### src/verilog/byte_op_decode_pkg.sv
package byte_op_decode_pkg;

  typedef enum logic [3:0] {
    PHASE_DECODE  = 4'h1,
    PHASE_READ    = 4'h2,
    PHASE_PROCESS = 4'h4,
    PHASE_WRITE   = 4'h8
  } q_phase_t;

  localparam logic [7:0]  JUMP_FIRST_OPCODE   = 8'hEF;
  localparam logic [3:0]  JUMP_SECOND_OPCODE  = 4'hF;
  localparam logic [5:0]  INCREMENT_OPCODE    = 6'h0A;
  localparam logic [5:0]  COMPLEMENT_OPCODE   = 6'h07;
  localparam logic [6:0]  COMPARE_EQ_OPCODE   = 7'h31;
  localparam logic [7:0]  OFFSET_LIMIT        = 8'h5F;
  localparam logic [3:0]  ACCESS_HIGH_BANK    = 4'hF;
  localparam logic [7:0]  ACCESS_SPLIT        = 8'h60;
  localparam logic [15:0] EXT_CALL_VIA_W      = 16'h0014;
  localparam logic [5:0]  EXT_GROUP_OPCODE    = 6'h3A;
  localparam logic [1:0]  NOP_ONE             = 2'h1;
  localparam logic [1:0]  NOP_TWO             = 2'h2;
  localparam logic [7:0]  DATA_RESET          = 8'h00;
  localparam logic [11:0] ADDR_RESET          = 12'h000;
  localparam logic [20:0] PC_RESET            = 21'h000000;
  localparam logic [15:0] INSTR_RESET         = 16'h0000;

endpackage : byte_op_decode_pkg

### src/verilog/operand_address_resolve.sv
`timescale 1ns/10ps
module operand_address_resolve
  import byte_op_decode_pkg::*;
(
  input  wire logic [7:0]  file_field,
  input  wire logic        access_sel,
  input  wire logic [3:0]  bank_select_register,
  input  wire logic [11:0] frame_pointer,
  input  wire logic        ext_set_enable,
  output logic      [11:0] resolved_addr
);

  always_comb begin
    if (access_sel) begin
      resolved_addr = {bank_select_register, file_field};
    end else if (ext_set_enable && (file_field <= OFFSET_LIMIT)) begin
      // A zero frame pointer lands on the same low access locations as the literal map.
      resolved_addr = frame_pointer + {4'h0, file_field};
    end else if (file_field < ACCESS_SPLIT) begin
      resolved_addr = {4'h0, file_field};
    end else begin
      resolved_addr = {ACCESS_HIGH_BANK, file_field};
    end
  end

endmodule : operand_address_resolve

### src/verilog/byte_op_decode_indexed_offset.sv
`timescale 1ns/10ps
module byte_op_decode_indexed_offset
  import byte_op_decode_pkg::*;
(
  input  wire logic        clk,
  input  wire logic        reset_n,
  input  wire logic        clk_en,
  input  wire logic        ext_set_enable,
  input  wire logic [15:0] fetch_word,
  input  wire logic [3:0]  bank_select_register,
  input  wire logic [11:0] frame_pointer,
  input  wire logic [7:0]  file_rd_data,
  output q_phase_t         phase,
  output logic             file_rd_en,
  output logic [11:0]      file_addr,
  output logic             file_wr_en,
  output logic [7:0]       file_wr_data,
  output logic [7:0]       w_reg,
  output logic             carry_flag,
  output logic             digit_carry_flag,
  output logic             negative_flag,
  output logic             overflow_flag,
  output logic             zero_flag,
  output logic             pc_load,
  output logic [20:0]      pc_target,
  output logic             discard_fetch,
  output logic             ext_op_decoded,
  output logic             nop_cycle
);

  function automatic logic uses_access_bit(input logic [15:0] op);
    uses_access_bit = ((op[15:12] >= 4'h1) && (op[15:12] <= 4'hB)) ||
                      (op[15:10] == 6'h01) || (op[15:9] == 7'h01);
  endfunction : uses_access_bit

  function automatic logic is_two_word(input logic [15:0] op);
    is_two_word = (op[15:12] == 4'hC) || (op[15:9] == 7'h76) || (op[15:10] == 6'h3B);
  endfunction : is_two_word

  function automatic logic is_ext_op(input logic [15:0] op);
    is_ext_op = (op[15:10] == EXT_GROUP_OPCODE) || (op == EXT_CALL_VIA_W);
  endfunction : is_ext_op

  q_phase_t    next_phase;
  logic [15:0] instr;
  logic [15:0] next_instr;
  logic [1:0]  nop_count;
  logic [1:0]  next_nop_count;
  logic [7:0]  jump_low;
  logic [7:0]  next_jump_low;
  logic [7:0]  operand;
  logic [7:0]  next_operand;
  logic        skip_taken;
  logic        next_skip_taken;
  logic [11:0] next_file_addr;
  logic        next_file_wr_en;
  logic [7:0]  next_file_wr_data;
  logic [7:0]  next_w_reg;
  logic        next_carry;
  logic        next_digit_carry;
  logic        next_negative;
  logic        next_overflow;
  logic        next_zero;
  logic        next_pc_load;
  logic [20:0] next_pc_target;
  logic        next_ext_op;
  logic [11:0] resolved_addr;
  logic [7:0]  sum;
  logic        executing;
  logic        is_jump;
  logic        jump_pairs;
  logic        op_inc;
  logic        op_comp;
  logic        op_cmp;

  operand_address_resolve u_resolve (
    .file_field           (instr[7:0]),
    .access_sel           (instr[8]),
    .bank_select_register (bank_select_register),
    .frame_pointer        (frame_pointer),
    .ext_set_enable       (ext_set_enable),
    .resolved_addr        (resolved_addr)
  );

  assign executing = (nop_count == 2'h0);
  assign nop_cycle = ~executing;
  assign is_jump   = (instr[15:8] == JUMP_FIRST_OPCODE);
  // A jump whose second word is malformed loads nothing, so the fetched word must not be flagged as discarded.
  assign jump_pairs = is_jump && (fetch_word[15:12] == JUMP_SECOND_OPCODE);
  assign op_inc    = (instr[15:10] == INCREMENT_OPCODE);
  assign op_comp   = (instr[15:10] == COMPLEMENT_OPCODE);
  assign op_cmp    = (instr[15:9] == COMPARE_EQ_OPCODE);
  assign sum       = operand + 8'h01;

  // Read strobe only in the read phase so the file sees a single access per cycle.
  assign file_rd_en    = clk_en && executing && (phase == PHASE_READ) && uses_access_bit(instr);
  assign discard_fetch = clk_en && executing && (phase == PHASE_WRITE) && (skip_taken || jump_pairs);

  always_comb begin
    next_phase        = phase;
    next_instr        = instr;
    next_nop_count    = nop_count;
    next_jump_low     = jump_low;
    next_operand      = operand;
    next_skip_taken   = skip_taken;
    next_file_addr    = file_addr;
    next_file_wr_en   = 1'b0;
    next_file_wr_data = file_wr_data;
    next_w_reg        = w_reg;
    next_carry        = carry_flag;
    next_digit_carry  = digit_carry_flag;
    next_negative     = negative_flag;
    next_overflow     = overflow_flag;
    next_zero         = zero_flag;
    next_pc_load      = 1'b0;
    next_pc_target    = pc_target;
    next_ext_op       = 1'b0;
    case (phase)
      PHASE_DECODE: begin
        next_phase      = PHASE_READ;
        next_skip_taken = 1'b0;
        if (executing) begin
          next_jump_low = instr[7:0];
          next_ext_op   = ext_set_enable && is_ext_op(instr);
          if (uses_access_bit(instr)) begin
            next_file_addr = resolved_addr;
          end
        end
      end
      PHASE_READ: begin
        next_phase = PHASE_PROCESS;
        if (executing) begin
          next_operand = file_rd_data;
        end
      end
      PHASE_PROCESS: begin
        next_phase = PHASE_WRITE;
        if (executing && op_inc) begin
          next_carry       = (operand == 8'hFF);
          next_digit_carry = (operand[3:0] == 4'hF);
          next_negative    = sum[7];
          next_overflow    = (operand == 8'h7F);
          next_zero        = (sum == 8'h00);
          if (instr[9]) begin
            next_file_wr_en   = 1'b1;
            next_file_wr_data = sum;
          end else begin
            next_w_reg = sum;
          end
        end else if (executing && op_comp) begin
          next_negative = ~operand[7];
          next_zero     = (operand == 8'hFF);
          if (instr[9]) begin
            next_file_wr_en   = 1'b1;
            next_file_wr_data = ~operand;
          end else begin
            next_w_reg = ~operand;
          end
        end else if (executing && op_cmp) begin
          next_skip_taken = (operand == w_reg);
        end
      end
      PHASE_WRITE: begin
        next_phase = PHASE_DECODE;
        next_instr = fetch_word;
        if (!executing) begin
          next_nop_count = nop_count - 2'h1;
        end else if (jump_pairs) begin
          // The second word is consumed here, so the following cycle idles while the target is fetched.
          next_pc_load   = 1'b1;
          next_pc_target = {fetch_word[11:0], jump_low, 1'b0};
          next_nop_count = NOP_ONE;
        end else if (skip_taken) begin
          next_nop_count = is_two_word(fetch_word) ? NOP_TWO : NOP_ONE;
        end
      end
      default: begin
        next_phase = PHASE_DECODE;
      end
    endcase
  end

  always_ff @(posedge clk or negedge reset_n) begin
    if (!reset_n) begin
      phase            <= PHASE_DECODE;
      instr            <= INSTR_RESET;
      nop_count        <= 2'h0;
      jump_low         <= DATA_RESET;
      operand          <= DATA_RESET;
      skip_taken       <= 1'b0;
      file_addr        <= ADDR_RESET;
      file_wr_en       <= 1'b0;
      file_wr_data     <= DATA_RESET;
      w_reg            <= DATA_RESET;
      carry_flag       <= 1'b0;
      digit_carry_flag <= 1'b0;
      negative_flag    <= 1'b0;
      overflow_flag    <= 1'b0;
      zero_flag        <= 1'b0;
      pc_load          <= 1'b0;
      pc_target        <= PC_RESET;
      ext_op_decoded   <= 1'b0;
    end else if (clk_en) begin
      phase            <= next_phase;
      instr            <= next_instr;
      nop_count        <= next_nop_count;
      jump_low         <= next_jump_low;
      operand          <= next_operand;
      skip_taken       <= next_skip_taken;
      file_addr        <= next_file_addr;
      file_wr_en       <= next_file_wr_en;
      file_wr_data     <= next_file_wr_data;
      w_reg            <= next_w_reg;
      carry_flag       <= next_carry;
      digit_carry_flag <= next_digit_carry;
      negative_flag    <= next_negative;
      overflow_flag    <= next_overflow;
      zero_flag        <= next_zero;
      pc_load          <= next_pc_load;
      pc_target        <= next_pc_target;
      ext_op_decoded   <= next_ext_op;
    end
  end

endmodule : byte_op_decode_indexed_offset

### config.mk
export PLATFORM = sky130hd
export DESIGN_NAME = byte_op_decode_indexed_offset
export DESIGN_NICKNAME = d
export VERILOG_FILES = /design/src/verilog/byte_op_decode_pkg.sv /design/src/verilog/operand_address_resolve.sv /design/src/verilog/byte_op_decode_indexed_offset.sv
export SDC_FILE = /design/constraint.sdc
export NUM_CORES = 1
export LEC_CHECK = 0
export BUFFER_PORTS_ARGS = -buffer_cell sky130_fd_sc_hd__clkbuf_2
export CORE_MARGIN = 5
export CORE_UTILIZATION = 46
export DETAILED_ROUTE_END_ITERATION = 7
export PLACE_DENSITY = 0.8
export SLEW_MARGIN = 20
export SYNTH_ARGS = -nofsm -noshare
export SYNTH_HDL_FRONTEND = slang
export SYNTH_SLANG_ARGS = --single-unit
### constraint.sdc
create_clock -name clk -period 3.5 [get_ports clk]
set_input_delay 0.7 -clock clk [delete_from_list [all_inputs] [get_ports clk]]
set_output_delay 0.7 -clock clk [all_outputs]
set_load 0.01 [all_outputs]
==> impl_metrics.py <==
metrics = {
    "detailed_routing": {
        "antenna_left": 0,
        "route.detailed.drc": 0,
        "first_pass_iters": 4,
        "routed_wl_mm": 11.1,
        "wl_per_cell_microns": 16.8,
        "vias": 3567,
        "via_per_inst": 5.42,
        "drtIter0Drc": 191,
    },
    "clock_tree": {
        "h-tree-depth": 3,
        "cts-resized-gates": 0,
        "insertion_delay_ns": 0.37,
        "clock-root-buffer": "clkbuf_8",
        "ctsHoldBuffers": 0,
        "clockBufferDepth": 2,
        "path_clk_slew_ns": 0.10,
        "cts_tree": "yes",
        "cts_buffers": 9,
        "cts.sinks": 95,
        "postCtsSetupBuffers": 0,
    },
    "place": {
        "post-dp-hpwl_mm": 8.45,
        "numPortBuffers": 106,
        "gp_congestion": 0.893,
    },
    "synthesis": {
        "synth_area_leaders": "dfrtp_1 51%, mux2_2 13%, o21ai_0 3.4%, nand2_1 3.2%, xnor2_1 2.9%",
        "syn_nets": 472,
        "synth-seq-area-share_pct": 51.9,
        "synthCells": 417,
        "syn-cell-area_sq_um": 4580,
        "synth_async_sr_flop_share_pct": 100,
        "synth.distinct_cells": 52,
        "ys.flop_type": "dfrtp_1",
        "ys_warn_count": 0,
        "syn_area_per_cell_sq_um": 11.0,
        "synth_seq_cells": 95,
        "synth_edf_count": 0,
        "synth_top_area_share_pct": 51.4,
        "synth_top_area_cell": "dfrtp_1",
    },
    "die": {
        "rows": 36,
        "dieArea_sq_um": 12100,
        "dieWidth_microns": 110,
        "start_util_pct": 47.1,
        "die_h_microns": 110,
        "core-area_sq_um": 9730,
        "ios": 108,
    },
    "layout": {
        "multi_input_area_sq_um": 2100,
        "layout-drive-gt1-share_pct": 35.8,
        "largest_reg_flops": 20,
        "area_growth_pct": 19.5,
        "fin_nets": 575,
        "top_register": "pc_target",
        "antenna_cells": 0,
        "top_regs": "pc_target: 20 flops, instr: 16 flops, file_addr: 12 flops",
        "fillers": 842,
        "layout.area.seq_sq_um": 2380,
    },
    "sta": {
        "tightest_slew_ns": 0.717,
        "slew_viol_final": 0,
        "rsz0062_at_grt": "no",
        "fmax_mhz": 359,
        "hold_viol_final": 0,
        "min_period_ns": 2.78,
        "fin_tns_setup_ns": 0,
        "maxSlewHeadroom_pct": 51.0,
        "skew_ns": 0.00920,
        "setup_viol": 0,
        "fin_crit_sh_pct": 79.5,
    },
    "power_and_ir_drop": {
        "power.density_nw_per_um2": 658,
        "internal_power_mw": 2.29,
        "clock_power_share_pct": 22.7,
        "design_power_total_mw": 3.60,
        "total_leakage_power_nw": 2.72,
        "sw_frac_of_total_pct": 36.3,
        "p_comb_share_pct": 31.1,
        "p_seq_share_pct": 46.2,
        "peakVddDrop_mv": 0.350,
        "switchingPower_mw": 1.31,
    },
    "critical_path": {
        "worst-r2r-setup-slack_ns": 0.72,
        "arrival_ns": 3.06,
        "startpoint": "nop_count[1]",
        "timing.rr.start": "nop_count[1]",
        "end_kind": "flip-flop",
        "cp_max_fo": 24,
        "cp-start-kind": "flip-flop",
        "path_class": "reg -> reg",
        "critPathRequiredTime_ns": 3.78,
    },
    "status": {
        "status": "complete, no violations",
    },
    "grt": {
        "grt_max_degree": 39,
        "grtUsageTotal_pct": 18.7,
        "grt_pass1_wl_mm": 17.4,
        "grt_pass1_vias": 3600,
        "antenna_found_initial": 0,
        "grt-ovfl-total": 0,
    },
    "worst_hold_path": {
        "hold_path_class": "in -> async",
    },
    "flow_run": {
        "maxCapViolCount": 0,
    },
}
## cells by family (layout without fill, tap and decap cells)
group,Yosys count,in the layout,share of synthesized area [%]
simple gates,122,122,13.2
flops,95,95,51.9
compound gates,78,78,10.5
mux,57,57,13.9
buf+inv,28,136,2.43
xor+xnor,25,25,4.78
fa+ha+maj,11,11,3.17
other cells,1,1,0.0819
## cell usage after synthesis (all sizes together), types with 5 or more instances
| master | instances |
|---|---|
| dfrtp | 94 |
| mux2 | 53 |
| nand2 | 39 |
| o21ai | 31 |
| nor2 | 23 |
| clkbuf | 15 |
| xnor2 | 15 |
| a21oi | 14 |
| nand4 | 12 |
| nor3 | 11 |
| ha | 10 |
| nand3 | 10 |
| xor2 | 10 |
| inv | 8 |
| nor2b | 6 |
| a21o | 5 |
| buf | 5 |
## through the flow
step                hold WS (ns)  util, %  instance area (sq um)  instances  worst slack [ns]
floorplan                  0.404        -                   4580        417              1.11
global placement           0.462     53.9                   5250        642             0.622
detailed placement         0.472     53.9                   5250        642             0.534
CTS                        0.292     56.3                   5470        658             0.736
global route               0.310     56.3                   5470        658             0.625
finish                     0.290     56.3                   5470        658             0.718
## power by group through the flow
stage / logic, mW / clock network (mW) / registers (mW)
final: 1.12 / 0.817 / 1.66
after global routing: 1.24 / 0.885 / 1.70
after floorplan: 0.865 / 0 / 1.56
after global placement: 1.07 / 0 / 1.67
after CTS: 1.13 / 0.840 / 1.66
after detailed placement: 1.12 / 0 / 1.68
## path summary, 6_finish.rpt
path,depth (start not counted),endpoint
worst max-delay path,7,file_addr[10]
worst min-delay path,1,instr[12]
worst max register to register,7,file_addr[10]
worst min register to register,2,file_addr[6]
max in group asynchronous,2,phase[0]
min in group clk,2,file_addr[6]
## worst max-delay path: stages (launching register included)
cell     delay, ns
dfrtp_1       0.46
nor2_2        0.20
inv_2         0.07
or4_1         0.72
a221o_1       0.35
buf_4         0.21
or3_4         0.41
o31ai_1       0.27
## cell type report
class                   instances  share of cell area (%)
repair buffers                112                    10.6
clock buffers                   9                    2.26
inverters                       8                   0.549
multi-input cells             294                    38.3
clock inverters                 7                    1.85
well taps                     133                    3.04
flip-flops and latches         95                    43.5
## metal layers
layer,share of wire (%),global-route usage (%)
met1,41,23.3
met2,49,31.5
met3,8.3,5.34
met4,0.99,5.61
met5,0,0
## layout by cell type (no fill, tap or decap), drive strengths merged, types with 3 or more instances in the layout
master  synthesis  final
nand3          10     10
xnor2          15     15
o211ai          3      3
dfrtp          94     94
nor2b           6      6
or3             4      4
buf             5      7
mux2           53     53
o21ai          31     31
xor2           10     10
nor4            3      3
clkbuf         15    114
o31ai           4      4
a21o            5      5
nor3           11     11
nor4b           3      3
mux2i           4      4
nand2b          4      4
a31oi           4      4
a21oi          14     14
nand2          39     39
nor2           23     23
ha             10     10
nand4          12     12
inv             8     11
(Power assumes the default switching activity.)
